==> src/rtl/can_mask_params.svh <==
// Register indices, field positions and bus codes of the CAN mask and object map block.
// Assumes that it is included by bare name into the design file, once per compile unit.
`ifndef CAN_MASK_PARAMS_SVH
`define CAN_MASK_PARAMS_SVH

// ============================================================================
// Register indices (byte address on the bus is four times the index).
`define IDX_CONTROL 16'hF700
`define IDX_BIT_TIMING_LOW 16'hF704
`define IDX_BIT_TIMING_HIGH 16'hF705
`define IDX_STD_MASK_LOW 16'hF706
`define IDX_STD_MASK_HIGH 16'hF707
`define IDX_EXT_MASK_BYTE3 16'hF708
`define IDX_EXT_MASK_BYTE2 16'hF709
`define IDX_EXT_MASK_BYTE1 16'hF70A
`define IDX_EXT_MASK_BYTE0 16'hF70B
`define IDX_LAST_MASK_BYTE3 16'hF70C
`define IDX_LAST_MASK_BYTE2 16'hF70D
`define IDX_LAST_MASK_BYTE1 16'hF70E
`define IDX_LAST_MASK_BYTE0 16'hF70F
`define IDX_OBJ_FIRST 16'hF710
`define IDX_OBJ_LAST 16'hF7FF

// ============================================================================
// Offsets inside a message object.
`define OFS_CTRL_LOW 4'h0
`define OFS_CTRL_HIGH 4'h1
`define OFS_ARB3 4'h2
`define OFS_ARB2 4'h3
`define OFS_ARB1 4'h4
`define OFS_ARB0 4'h5
`define OFS_CONFIG 4'h6
`define OFS_RESERVED 4'hF
`define OBJ_LAST_NUM 4'hF

// ============================================================================
// Field positions.
`define CTL_INIT_BIT 0
`define CTL_CCE_BIT 6
`define CFG_XTD_BIT 2
`define ELEM_VALID 0
`define ELEM_TXIE 1
`define ELEM_TXRQ 5
`define BTL_SJW_HI 7
`define BTL_SJW_LO 6
`define BTL_BRP_HI 5
`define BTL_BRP_LO 0
`define BTH_SEG2_HI 6
`define BTH_SEG2_LO 4
`define BTH_SEG1_HI 3
`define BTH_SEG1_LO 0
`define SEG1_MIN 4'h2
`define SEG2_MIN 3'h1
`define STDH_FILL 5'h1F
`define LOW3_ZERO 3'h0

// ============================================================================
// Reset values and bus answers.
`define CONTROL_RESET 8'h01
`define RESP_OKAY 2'h0
`define RESP_SLVERR 2'h2
`define PAIR_SET 2'h2
`define PAIR_CLEAR 2'h1

`endif

==> src/rtl/can_mask_pkg.sv <==
// Types shared by the CAN mask and object map block.
// Assumes nothing beyond a SystemVerilog compiler.
package can_mask_pkg;

    // ========================================================================
    // Phases of one nominal bit.
    typedef enum logic [1:0] {
        PH_SYNC,
        PH_BEFORE,
        PH_AFTER
    } bit_phase_t;

    typedef logic [7:0] byte_t;

endpackage

==> src/rtl/can_acceptance_mask_and_object_map.sv <==
// CAN controller configuration side: bit timing, acceptance masks, message object map and filter.
// Assumes an AXI4-Lite master on core_clk, frames offered by a protocol engine one cycle wide,
// and bus edges already synchronous to core_clk.
`timescale 1ns/1ps
`include "can_mask_params.svh"

module can_acceptance_mask_and_object_map (
    input wire logic core_clk, // Oscillator clock, 250 MHz.
    input wire logic rstn, // Asynchronous reset, active low.
    input wire logic [17:0] s_axi_awaddr, // Write address.
    input wire logic s_axi_awvalid, // Write address valid.
    output logic s_axi_awready, // Write address ready.
    input wire logic [31:0] s_axi_wdata, // Write data.
    input wire logic [3:0] s_axi_wstrb, // Write byte strobes.
    input wire logic s_axi_wvalid, // Write data valid.
    output logic s_axi_wready, // Write data ready.
    output logic [1:0] s_axi_bresp, // Write response.
    output logic s_axi_bvalid, // Write response valid.
    input wire logic s_axi_bready, // Write response ready.
    input wire logic [17:0] s_axi_araddr, // Read address.
    input wire logic s_axi_arvalid, // Read address valid.
    output logic s_axi_arready, // Read address ready.
    output logic [31:0] s_axi_rdata, // Read data.
    output logic [1:0] s_axi_rresp, // Read response.
    output logic s_axi_rvalid, // Read data valid.
    input wire logic s_axi_rready, // Read data ready.
    input wire logic frameValid, // One-cycle strobe: a received identifier is offered.
    input wire logic frameExt, // Identifier extension bit of the offered frame.
    input wire logic [28:0] frameId, // Identifier; standard frames use bits 28..18.
    output logic acceptValid, // One-cycle pulse: the offered frame found an object.
    output logic [3:0] acceptObject, // Number of the accepting object.
    input wire logic busEdge, // Recessive to dominant edge seen on the bus.
    output logic quantumTick, // One-cycle pulse at each time quantum.
    output logic bitStart, // One-cycle pulse at the start of each nominal bit.
    output logic samplePoint, // One-cycle pulse at the sample point.
    output logic initMode // Controller held in initialisation.
);

    // ========================================================================
    // Register storage.
    logic [7:0] controlReg;
    logic [7:0] bitTimingLow;
    logic [6:0] bitTimingHigh;
    logic [10:0] stdMask;
    logic [28:0] extMask;
    logic [28:0] lastMask;
    can_mask_pkg::byte_t objMem [16:255];
    logic [7:0] ctlElem [1:15];

    // ========================================================================
    // AXI4-Lite slave: address and data are held independently, then written.
    logic awHeld;
    logic wHeld;
    logic [15:0] awIdx;
    logic awAligned;
    logic [7:0] wByte;
    logic wLane0;
    logic doWrite;
    logic wrMapped;
    logic rdMapped;
    logic [15:0] arIdx;
    logic [7:0] rdByte;

    assign s_axi_awready = !awHeld && !s_axi_bvalid;
    assign s_axi_wready = !wHeld && !s_axi_bvalid;
    assign s_axi_arready = !s_axi_rvalid;
    assign doWrite = awHeld && wHeld && !s_axi_bvalid;
    assign arIdx = s_axi_araddr[17:2];

    // Unmapped or misaligned accesses answer SLVERR and change nothing.
    function automatic logic is_mapped(input logic [15:0] idx);
        is_mapped = (idx == `IDX_CONTROL) ||
            (idx >= `IDX_BIT_TIMING_LOW && idx <= `IDX_OBJ_LAST && idx[3:0] != `OFS_RESERVED) ||
            (idx == `IDX_LAST_MASK_BYTE0);
    endfunction

    assign wrMapped = awAligned && is_mapped(awIdx);
    assign rdMapped = (s_axi_araddr[1:0] == 2'h0) && is_mapped(arIdx);

    // Capture of the write address.
    always_ff @(posedge core_clk or negedge rstn) begin
        if (!rstn) begin
            awHeld <= 1'b0;
            awIdx <= 16'h0000;
            awAligned <= 1'b0;
        end else if (s_axi_awvalid && s_axi_awready) begin
            awHeld <= 1'b1;
            awIdx <= s_axi_awaddr[17:2];
            awAligned <= (s_axi_awaddr[1:0] == 2'h0);
        end else if (doWrite) begin
            awHeld <= 1'b0;
        end
    end

    // Capture of the write data; only the low byte lane carries a register.
    always_ff @(posedge core_clk or negedge rstn) begin
        if (!rstn) begin
            wHeld <= 1'b0;
            wByte <= 8'h00;
            wLane0 <= 1'b0;
        end else if (s_axi_wvalid && s_axi_wready) begin
            wHeld <= 1'b1;
            wByte <= s_axi_wdata[7:0];
            wLane0 <= s_axi_wstrb[0];
        end else if (doWrite) begin
            wHeld <= 1'b0;
        end
    end

    // Write response, one cycle after both halves are held.
    always_ff @(posedge core_clk or negedge rstn) begin
        if (!rstn) begin
            s_axi_bvalid <= 1'b0;
            s_axi_bresp <= `RESP_OKAY;
        end else if (doWrite) begin
            s_axi_bvalid <= 1'b1;
            s_axi_bresp <= wrMapped ? `RESP_OKAY : `RESP_SLVERR;
        end else if (s_axi_bready) begin
            s_axi_bvalid <= 1'b0;
        end
    end

    logic wrEn;
    assign wrEn = doWrite && wrMapped && wLane0;

    // ========================================================================
    // Control register: init and configuration change enable.
    always_ff @(posedge core_clk or negedge rstn) begin
        if (!rstn) begin
            controlReg <= `CONTROL_RESET;
        end else if (wrEn && awIdx == `IDX_CONTROL) begin
            controlReg <= wByte;
        end
    end

    logic cce;
    assign cce = controlReg[`CTL_CCE_BIT];
    assign initMode = controlReg[`CTL_INIT_BIT];

    // Bit timing bytes; their contents are undefined after reset, so they carry no reset.
    always_ff @(posedge core_clk) begin
        if (wrEn && cce && awIdx == `IDX_BIT_TIMING_LOW) begin
            bitTimingLow <= wByte;
        end
        if (wrEn && cce && awIdx == `IDX_BIT_TIMING_HIGH) begin
            bitTimingHigh <= wByte[6:0];
        end
    end

    // Global and last-object masks; undefined after reset.
    always_ff @(posedge core_clk) begin
        if (wrEn) begin
            case (awIdx)
                `IDX_STD_MASK_LOW: stdMask[10:3] <= wByte;
                `IDX_STD_MASK_HIGH: stdMask[2:0] <= wByte[7:5];
                `IDX_EXT_MASK_BYTE3: extMask[28:21] <= wByte;
                `IDX_EXT_MASK_BYTE2: extMask[20:13] <= wByte;
                `IDX_EXT_MASK_BYTE1: extMask[12:5] <= wByte;
                `IDX_EXT_MASK_BYTE0: extMask[4:0] <= wByte[7:3];
                `IDX_LAST_MASK_BYTE3: lastMask[28:21] <= wByte;
                `IDX_LAST_MASK_BYTE2: lastMask[20:13] <= wByte;
                `IDX_LAST_MASK_BYTE1: lastMask[12:5] <= wByte;
                `IDX_LAST_MASK_BYTE0: lastMask[4:0] <= wByte[7:3];
                default: ;
            endcase
        end
    end

    // ========================================================================
    // Message objects: the low index byte is object number and offset together.
    logic objWrite;
    logic [3:0] wrObj;
    logic [3:0] wrOfs;
    assign objWrite = wrEn && awIdx >= `IDX_OBJ_FIRST;
    assign wrObj = awIdx[7:4];
    assign wrOfs = awIdx[3:0];

    // Arbitration, configuration and data bytes; kept through reset like the hardware.
    always_ff @(posedge core_clk) begin
        if (objWrite && wrOfs >= `OFS_ARB3) begin
            objMem[awIdx[7:0]] <= wByte;
        end
    end

    // Control elements: one flop per element, updated from its bit pair; no reset.
    genvar gObj;
    genvar gEl;
    generate
        for (gObj = 1; gObj < 16; gObj++) begin : g_ctl
            for (gEl = 0; gEl < 8; gEl++) begin : g_el
                logic [1:0] pair;
                logic hardZero;
                assign pair = wByte[(gEl % 4) * 2 + 1 -: 2];
                // Object fifteen cannot transmit, so its transmit elements stay cleared.
                assign hardZero = (gObj == `OBJ_LAST_NUM) && (gEl == `ELEM_TXIE || gEl == `ELEM_TXRQ);
                always_ff @(posedge core_clk) begin
                    if (hardZero) begin
                        ctlElem[gObj][gEl] <= 1'b0;
                    end else if (objWrite && wrObj == gObj && wrOfs == gEl / 4) begin
                        if (pair == `PAIR_SET) begin
                            ctlElem[gObj][gEl] <= 1'b1;
                        end else if (pair == `PAIR_CLEAR) begin
                            ctlElem[gObj][gEl] <= 1'b0;
                        end
                    end
                end
            end
        end
    endgenerate

    // ========================================================================
    // Read path: byte value of the addressed register.
    function automatic logic [7:0] pairs_of(input logic [3:0] el);
        integer k;
        pairs_of = 8'h00;
        for (k = 0; k < 4; k++) begin
            pairs_of[k * 2 +: 2] = el[k] ? `PAIR_SET : `PAIR_CLEAR;
        end
    endfunction

    always_comb begin
        rdByte = 8'h00;
        case (arIdx)
            `IDX_CONTROL: rdByte = controlReg;
            `IDX_BIT_TIMING_LOW: rdByte = bitTimingLow;
            `IDX_BIT_TIMING_HIGH: rdByte = {1'b0, bitTimingHigh};
            `IDX_STD_MASK_LOW: rdByte = stdMask[10:3];
            `IDX_STD_MASK_HIGH: rdByte = {stdMask[2:0], `STDH_FILL};
            `IDX_EXT_MASK_BYTE3: rdByte = extMask[28:21];
            `IDX_EXT_MASK_BYTE2: rdByte = extMask[20:13];
            `IDX_EXT_MASK_BYTE1: rdByte = extMask[12:5];
            `IDX_EXT_MASK_BYTE0: rdByte = {extMask[4:0], `LOW3_ZERO};
            `IDX_LAST_MASK_BYTE3: rdByte = lastMask[28:21];
            `IDX_LAST_MASK_BYTE2: rdByte = lastMask[20:13];
            `IDX_LAST_MASK_BYTE1: rdByte = lastMask[12:5];
            `IDX_LAST_MASK_BYTE0: rdByte = {lastMask[4:0], `LOW3_ZERO};
            default: begin
                if (arIdx >= `IDX_OBJ_FIRST && arIdx[3:0] != `OFS_RESERVED) begin
                    if (arIdx[3:0] == `OFS_CTRL_LOW) begin
                        rdByte = pairs_of(ctlElem[arIdx[7:4]][3:0]);
                    end else if (arIdx[3:0] == `OFS_CTRL_HIGH) begin
                        rdByte = pairs_of(ctlElem[arIdx[7:4]][7:4]);
                    end else begin
                        rdByte = objMem[arIdx[7:0]];
                    end
                end
            end
        endcase
    end

    // Read answer registered at the edge that takes the address.
    always_ff @(posedge core_clk or negedge rstn) begin
        if (!rstn) begin
            s_axi_rvalid <= 1'b0;
            s_axi_rdata <= 32'h00000000;
            s_axi_rresp <= `RESP_OKAY;
        end else if (s_axi_arvalid && s_axi_arready) begin
            s_axi_rvalid <= 1'b1;
            s_axi_rdata <= rdMapped ? {24'h000000, rdByte} : 32'h00000000;
            s_axi_rresp <= rdMapped ? `RESP_OKAY : `RESP_SLVERR;
        end else if (s_axi_rready) begin
            s_axi_rvalid <= 1'b0;
        end
    end

    // ========================================================================
    // Acceptance filter: per-object compare, lowest numbered match wins.
    logic [28:0] globalMask;
    logic [15:1] hit;
    assign globalMask = frameExt ? extMask : {stdMask, 18'h00000};

    generate
        for (gObj = 1; gObj < 16; gObj++) begin : g_match
            logic [28:0] objId;
            logic [28:0] useMask;
            logic objExt;
            assign objId = {objMem[gObj * 16 + 2], objMem[gObj * 16 + 3], objMem[gObj * 16 + 4],
                objMem[gObj * 16 + 5][7:3]};
            assign objExt = objMem[gObj * 16 + 6][`CFG_XTD_BIT];
            // The last object narrows the global mask with its own, typed by the frame's extension bit.
            assign useMask = (gObj == `OBJ_LAST_NUM) ? (globalMask & lastMask) : globalMask;
            assign hit[gObj] = ctlElem[gObj][`ELEM_VALID] && (objExt == frameExt) &&
                (((objId ^ frameId) & useMask) == 29'h00000000);
        end
    endgenerate

    logic anyHit;
    logic [3:0] firstHit;
    always_comb begin
        anyHit = 1'b0;
        firstHit = 4'h0;
        for (int i = 15; i >= 1; i--) begin
            if (hit[i]) begin
                anyHit = 1'b1;
                firstHit = 4'(i);
            end
        end
    end

    // Result is held in flops so the engine sees a clean pulse one cycle after the offer.
    always_ff @(posedge core_clk or negedge rstn) begin
        if (!rstn) begin
            acceptValid <= 1'b0;
            acceptObject <= 4'h0;
        end else begin
            acceptValid <= frameValid && anyHit && !initMode;
            if (frameValid && anyHit) begin
                acceptObject <= firstHit;
            end
        end
    end

    // ========================================================================
    // Bit timing: prescaler, then sync / first / second segment counters.
    logic [5:0] preCnt;
    logic [1:0] resync_jump_width;
    logic [3:0] seg1;
    logic [2:0] seg2;
    assign resync_jump_width = bitTimingLow[`BTL_SJW_HI:`BTL_SJW_LO];
    // Out-of-range segment values are raised to the least legal one rather than stall the bit.
    assign seg1 = (bitTimingHigh[`BTH_SEG1_HI:`BTH_SEG1_LO] < `SEG1_MIN) ? `SEG1_MIN :
        bitTimingHigh[`BTH_SEG1_HI:`BTH_SEG1_LO];
    assign seg2 = (bitTimingHigh[`BTH_SEG2_HI:`BTH_SEG2_LO] < `SEG2_MIN) ? `SEG2_MIN :
        bitTimingHigh[`BTH_SEG2_HI:`BTH_SEG2_LO];

    // Quantum prescaler divides core_clk by the prescaler value plus one.
    always_ff @(posedge core_clk or negedge rstn) begin
        if (!rstn) begin
            preCnt <= 6'h00;
        end else if (initMode || preCnt == bitTimingLow[`BTL_BRP_HI:`BTL_BRP_LO]) begin
            preCnt <= 6'h00;
        end else begin
            preCnt <= preCnt + 6'h01;
        end
    end
    assign quantumTick = !initMode && preCnt == bitTimingLow[`BTL_BRP_HI:`BTL_BRP_LO];

    can_mask_pkg::bit_phase_t phase;
    logic [4:0] segCnt;
    logic [4:0] segEnd;
    logic adjusted;
    logic [4:0] jump;
    assign jump = {3'h0, resync_jump_width} + 5'h01;

    // Segment sequencer; an edge lengthens the first or shortens the second segment once per bit.
    always_ff @(posedge core_clk or negedge rstn) begin
        if (!rstn) begin
            phase <= can_mask_pkg::PH_SYNC;
            segCnt <= 5'h00;
            segEnd <= 5'h00;
            adjusted <= 1'b0;
        end else if (initMode) begin
            phase <= can_mask_pkg::PH_SYNC;
            segCnt <= 5'h00;
            segEnd <= 5'h00;
            adjusted <= 1'b0;
        end else if (busEdge && !adjusted && phase == can_mask_pkg::PH_BEFORE) begin
            segEnd <= segEnd + jump;
            adjusted <= 1'b1;
        end else if (busEdge && !adjusted && phase == can_mask_pkg::PH_AFTER) begin
            segEnd <= (segEnd - segCnt <= jump) ? segCnt : segEnd - jump;
            adjusted <= 1'b1;
        end else if (quantumTick) begin
            case (phase)
                can_mask_pkg::PH_SYNC: begin
                    phase <= can_mask_pkg::PH_BEFORE;
                    segCnt <= 5'h00;
                    segEnd <= {1'b0, seg1};
                end
                can_mask_pkg::PH_BEFORE: begin
                    if (segCnt >= segEnd) begin
                        phase <= can_mask_pkg::PH_AFTER;
                        segCnt <= 5'h00;
                        segEnd <= {2'h0, seg2};
                    end else begin
                        segCnt <= segCnt + 5'h01;
                    end
                end
                can_mask_pkg::PH_AFTER: begin
                    if (segCnt >= segEnd) begin
                        phase <= can_mask_pkg::PH_SYNC;
                        adjusted <= 1'b0;
                    end else begin
                        segCnt <= segCnt + 5'h01;
                    end
                end
                default: phase <= can_mask_pkg::PH_SYNC;
            endcase
        end
    end

    assign bitStart = quantumTick && phase == can_mask_pkg::PH_SYNC;
    assign samplePoint = quantumTick && phase == can_mask_pkg::PH_BEFORE && segCnt >= segEnd;

endmodule

==> config.mk <==
export PLATFORM = sky130hd
export DESIGN_NAME = can_acceptance_mask_and_object_map
export DESIGN_NICKNAME = d
export VERILOG_FILES = /design/src/rtl/can_mask_pkg.sv /design/src/rtl/can_acceptance_mask_and_object_map.sv
export VERILOG_INCLUDE_DIRS = /design/src /design/src/rtl
export SDC_FILE = /design/constraint.sdc
export NUM_CORES = 2
export LEC_CHECK = 0
export BUFFER_PORTS_ARGS = -buffer_cell sky130_fd_sc_hd__buf_2
export CORE_MARGIN = 4
export CORE_UTILIZATION = 50
export DETAILED_ROUTE_END_ITERATION = 10
export PLACE_DENSITY_LB_ADDON = 0.2
export SETUP_SLACK_MARGIN = 0.05
export SLEW_MARGIN = 20
export SYNTH_ARGS = -nofsm -noshare
export SYNTH_HDL_FRONTEND = slang
export SYNTH_SLANG_ARGS = --single-unit
==> constraint.sdc <==
create_clock -name core_clk -period 6.15 [get_ports core_clk]
set_input_delay 0 -clock core_clk [delete_from_list [all_inputs] [get_ports core_clk]]
set_output_delay 0 -clock core_clk [all_outputs]
set_load 0.02 [all_outputs]
**Word level (Yosys, flattened, before mapping)**

Memory sizes are Yosys's and may differ from the RTL's.
Cells that the tools add are included.

- Bits in registers: 182
- RAM bits: 2040
- Bits of input ports: 111
- Output and inout bits: 50
- Logic and storage cells: 1176
- Memories: 2

Memory list:

| memory | words | bits a word | rd ports | clocked after Yosys merged registers in | wr ports | RTL line | text |
|---|---|---|---|---|---|---|---|
| objMem | 240 | 8 | 76 | 0 | 1 | can_acceptance_mask_and_object_map.sv:47 | `can_mask_pkg::byte_t objMem [16:255];` |
| ctlElem | 15 | 8 | 16 | 0 | 2 | can_acceptance_mask_and_object_map.sv:48 | `logic [7:0] ctlElem [1:15];` |

- $add $sub $neg: 6
- $lt $le $gt $ge: 11
- Eq/ne operators: 77
- Muxes and demuxes: 726
- Bitwise logic cells: 149
- Reduce and logical (&&, ||, !) cells: 174

Operators with widths:

| kind | number |
|---|---|
| 2-to-1 mux 1 bit | 632 |
| bitwise AND 29 bit | 16 |
| zero test 29 bit | 15 |
| bitwise XOR 29 bit | 15 |
| == test 16 bit (second input constant) | 26 |
| 2-to-1 mux 8 bit | 30 |
| OR 1 bit | 118 |
| 2-to-1 mux 4 bit | 29 |
| logical AND 1 bit | 106 |
| case mux 8 bit (13 select lines) | 1 |
| OR reduction 8 bit | 13 |
| >= comparator 16 bit (second input constant) | 4 |
| 2-to-1 mux 5 bit | 12 |
| == test 4 bit (second input constant) | 8 |
| less-or-equal comparator 16 bit (second input constant) | 2 |
| 2-to-1 mux 2 bit | 16 |
| 2-to-1 mux 29 bit | 1 |
| AND reduction 2 bit | 10 |
| == test 4 x 3 -> 1 bit (second input constant) | 4 |
| nonzero test 4 bit | 4 |
| == test 1 bit | 15 |
| case mux 5 bit (3 select lines) | 1 |
| == test 4 x 1 -> 1 bit (second input constant) | 3 |
| == test 2 x 1 -> 1 bit (second input constant) | 5 |
| other kinds (31) | 57 |

**Depth between registers and ports, before layout**

- Word-level depth: 28
- Mapped depth: 15
- Gate-level depth less buffers: 14

**Worst setup path before layout**

No wires, ideal clock.

- Kind: reg-to-reg
- From: reg wByte[6]
- To: mem ctlElem[3][3], data pin
- Library setup time: 0.271 ns
- Arrival: 4.143 ns
- Required time: 5.879 ns
- Setup slack: 1.736 ns
- Stages on the path, launching flop included: 5
- Path buffers: 1
- Period minus slack after synthesis: 4.414 ns
- Cell sequence: dfrtp_1 nand2b_1 nor2_1 clkbuf_1 nand2_1

RTL lines:

| item | RTL line | text |
|---|---|---|
| start: declaration | can_acceptance_mask_and_object_map.sv:56 | `logic [7:0] wByte;` |
| start signal: assignment | can_acceptance_mask_and_object_map.sv:103 | `wByte <= s_axi_wdata[7:0];` |
| end: declaration | can_acceptance_mask_and_object_map.sv:48 |  |

**Final worst setup path**

- From: reg awIdx[3]
- To: mem objMem[231][1] in the netlist's numbering, enable pin

- Longest elaborated chain between the ends: 12
- Elaborated cells on any way between the ends: 18
- Those cells by class: 4 x order compare; 3 x eq/ne; 2 x mux; 9 x reduce/logical

Ends and longest elaborated chain:

| item | RTL line | text |
|---|---|---|
| start: declaration | can_acceptance_mask_and_object_map.sv:54 | `logic [15:0] awIdx;` |
| start signal: assignment | can_acceptance_mask_and_object_map.sv:88 | `awIdx <= s_axi_awaddr[17:2];` |
| >= comparator 16 bit (no source line) or less-or-equal comparator 16 bit (tied branches) | -- |  |
| logical AND 1 bit (no source line) (2 in a row) | -- |  |
| logical OR 1 bit (2 in a row) | can_acceptance_mask_and_object_map.sv:72 | `` is_mapped = (idx == `IDX_CONTROL) \|\| `` |
| logical AND 1 bit | can_acceptance_mask_and_object_map.sv:77 | `assign wrMapped = awAligned && is_mapped(awIdx);` |
| logical AND 1 bit (2 in a row) | can_acceptance_mask_and_object_map.sv:124 | `assign wrEn = doWrite && wrMapped && wLane0;` |
| logical AND 1 bit (no source line) (2 in a row) | -- |  |
| 2-to-1 mux 1 bit | can_acceptance_mask_and_object_map.sv:180 | `` if (objWrite && wrOfs >= `OFS_ARB3) begin `` |
| 2-to-1 mux 1 bit (implied by the code) | can_acceptance_mask_and_object_map.sv:181 | `objMem[awIdx[7:0]] <= wByte;` |
| end: declaration | can_acceptance_mask_and_object_map.sv:47 |  |

Parallel ways exist; a longest one is shown, timed or not.

==> metrics.cfg <==
[run_status]
status=finished, final reports clean

[sta]
final_max_slew_viol_count=0
finalSetupTns_ps=0
fin_crit_sh_pct=84.4
fin_crit_ps=5190
holdWs_ps=32.3
fin_skew_ps=34.7
rsz0062_at_grt=no
setup_violations=0
max_clock_freq_mhz=193
slew_headroom_pct=16.4
hold_viol_final=0
worst_pin_slew_ps=1250

[critical_path]
slowest_stage=nor4_1
r2r_cells=8
crit_path_max_incr_delay_ps=990
cp_data_required_time_ps=6630
path_cells=nor4_1, a211oi_1, nor3_1, o21a_1, nand2_1, nor2_1, nand3_1, nor2_1
crit_path_end_kind=register
start_kind=register
r2r_end=objMem[231][1]
crit_arrival_ps=5670
crit_type=reg -> reg
crit_top_cell=nor2_1
crit_fanout=14
r2r_start=awIdx[3]
reg2reg_slack_ps=960

[clock_tree]
clkTransAtPathRegs_ps=60
hold_buffers=106
cts.sinks=2194
cts_tree=yes
clock_path_buffers=3
cts_resized=0
cts_max_level=4
cts-buffers-inserted=219
cts-root-buf=clkbuf_16
insertion_delay_ps=860
post_cts_buffers=0

[floorplanning]
initial_core_util_pct=50.2
coreArea_sq_mm=0.188
fp.dieW_microns=442
dieArea_sq_mm=0.196
die_h_microns=442
rows=159
io_pins=161

[synthesis]
synth_area_leaders=edfxtp_1 68%, mux4_2 15%, xnor2_1 3.8%
synth-edff-count=2122
netlist_area_sq_mm=0.0943
syn_inst=5225
yosys_warnings=0
yosysMostFrequentCell=edfxtp_1
syn-mean-instance-area_sq_um=18.0
synthTopCellsByCount=2122 x edfxtp_1, 619 x mux4_2, 447 x nor2_1
yosys_most_used_dff=edfxtp_1
synth_largest_area_cell=edfxtp_1
ys_types=79
yosys.area.top_type_share_pct=67.6
synthArstFlopShare_pct=3.28
seq_area_frac_synth_pct=69.5
ys_seq_elements=2194

[place]
gp_congestion=0.975
dp_hpwl_mm=194
io_buffers=107
numPlacedInstances=8005

[global_routing]
grt_max_degree=177
overflow=0
grt_use_met2_pct=46.4
grt_usage_pct=30.6
grt_pass1_vias=53269
grt_pass1_wl_mm=419
antenna_found_initial=17
met3_usage_pct=8.95
busiest_layer=met2
grtUsageMet1_pct=40.4

[hold_path]
holdPathEnd=s_axi_rdata[5]
min_from=s_axi_araddr[5]
min_path_cells=5
hold_class=in -> reg

[routing]
postRouteWirelength_mm=301
route.antenna.remaining_nets=0
drc=0
drt_iter0_markers=8060
drt-vias-per-instance=6.43
wl_per_cell_microns=35.3
first_pass_iters=7
vias=54813

[cells_and_area]
fin_util_pct=57.1
drive_gt1_share_pct=21.4
fillCellCount=14313
finalNonFillerCells=8529
syn_to_final_growth_pct=13.7
fin_nets=5973

[pwr]
ir_drop_mv=0.326
power.density_mw_per_mm2=364
p_leak_nw=34.5

[run]
maxCapViolCount=0

==> worst max path at each step <==
stage | start | endpoint | slack (ps) | depth (start not counted)
3_5_place_dp | awIdx[3] | objMem[231][0] | 1150 | 8
4_1_cts | awIdx[3] | objMem[231][4] | 1120 | 8
2_1_floorplan | wByte[6] | ctlElem[3][3] | 1740 | 4
3_3_place_gp | awIdx[3] | objMem[230][5] | 1210 | 8
5_1_grt | awIdx[3] | objMem[231][4] | 960 | 8
6_report | awIdx[3] | objMem[231][1] | 960 | 8
==> layout by cell type, fill, tap and decap left out, drive strengths merged, types with 8 or more instances in the layout <==
cell type | Yosys | final
clkbuf | 138 | 278
o22ai | 189 | 189
mux2 | 43 | 43
a31oi | 9 | 9
dfrtp | 71 | 71
xor2 | 48 | 48
o21ai | 68 | 68
bufinv | 0 | 13
nor3 | 34 | 34
or2 | 9 | 9
nand2b | 19 | 19
buf | 232 | 271
nor2b | 22 | 22
nand4 | 31 | 31
nor2 | 452 | 452
clkinv | 0 | 104
a211oi | 22 | 22
xnor2 | 413 | 413
nor4 | 54 | 54
conb | 1 | 386
inv | 27 | 31
a222oi | 8 | 8
edfxtp | 2122 | 2122
nand2 | 256 | 256
a21oi | 58 | 58
a22oi | 14 | 14
mux4 | 619 | 619
o211ai | 16 | 16
dlygate4sd3 | 0 | 105
ha | 21 | 21
nand3 | 40 | 40
a221oi | 11 | 11
diode | 0 | 13
mux2i | 74 | 74
a22o | 9 | 9
==> through the flow <==
stage | worst slack, ps | total power [mW] | instance area, sq um
floorplan | 1740 | 23.4 | 95700
global placement | 1210 | 25.8 | 99100
detailed placement | 1150 | 26.1 | 99100
CTS | 1120 | 39.0 | 107000
global route | 958 | 40.1 | 107000
finish | 958 | 39.0 | 107000
==> power by group <==
group / total (mW) / internal [mW] / switching, mW / leakage (nW)
Clock: 12.9 / 7.19 / 5.76 / 3.35
Combinational: 6.01 / 1.58 / 4.43 / 10.6
Sequential: 20.1 / 19.3 / 0.712 / 20.6
==> critical path, delay by kind of cell (launching register included) <==
| kind | cells | cell delay [ps] |
|---|---|---|
| simple gates | 6 | 3710 |
| flops | 1 | 550 |
| compound gates | 2 | 530 |
==> cell families after synthesis <==
logic type / Yosys count / share of synthesized area [%]
DFF: 2194 / 69.5
muxes: 736 / 16.1
and+or+nand+nor: 954 / 4.45
other: 1 / 0.00398
AOI/OAI and AO/OA: 458 / 3.17
adders and majority gates: 24 / 0.342
buffers and inverters: 397 / 2.13
xor gates and xnor gates: 461 / 4.28
==> sequential cells by signal (all words and copies together), names as in the netlist, 2 cells and up <==
name / cells
objMem: 1920
s_axi_rdata: 8
acceptObject: 4
awIdx: 16
segEnd: 5
segCnt: 5
bitTimingLow: 8
ctlElem: 118
phase: 2
wByte: 8
stdMask: 11
bitTimingHigh: 7
preCnt: 6
controlReg: 8
lastMask: 29
extMask: 29
==> routing by layer <==
layer,vias to the layer above,wire length [microns]
met2,3652,137000
met4,8,19400
met1,28527,108000
met5,-,53
met3,878,36300
li1,21748,-
==> layout make-up <==
class                   instances  area [sq um]  area share [%]
diodes                         13          32.5          0.0304
clock buffers                 277          5760            5.37
clock inverters               127          1140            1.07
inverters                      27           101          0.0946
multi-input cells            3019         28400            26.5
flip-flops and latches       2194         65600            61.2
well taps                    2495          3120            2.91
repair buffers                377          3110            2.91
Note: power is estimated with default switching activity, not from simulation.
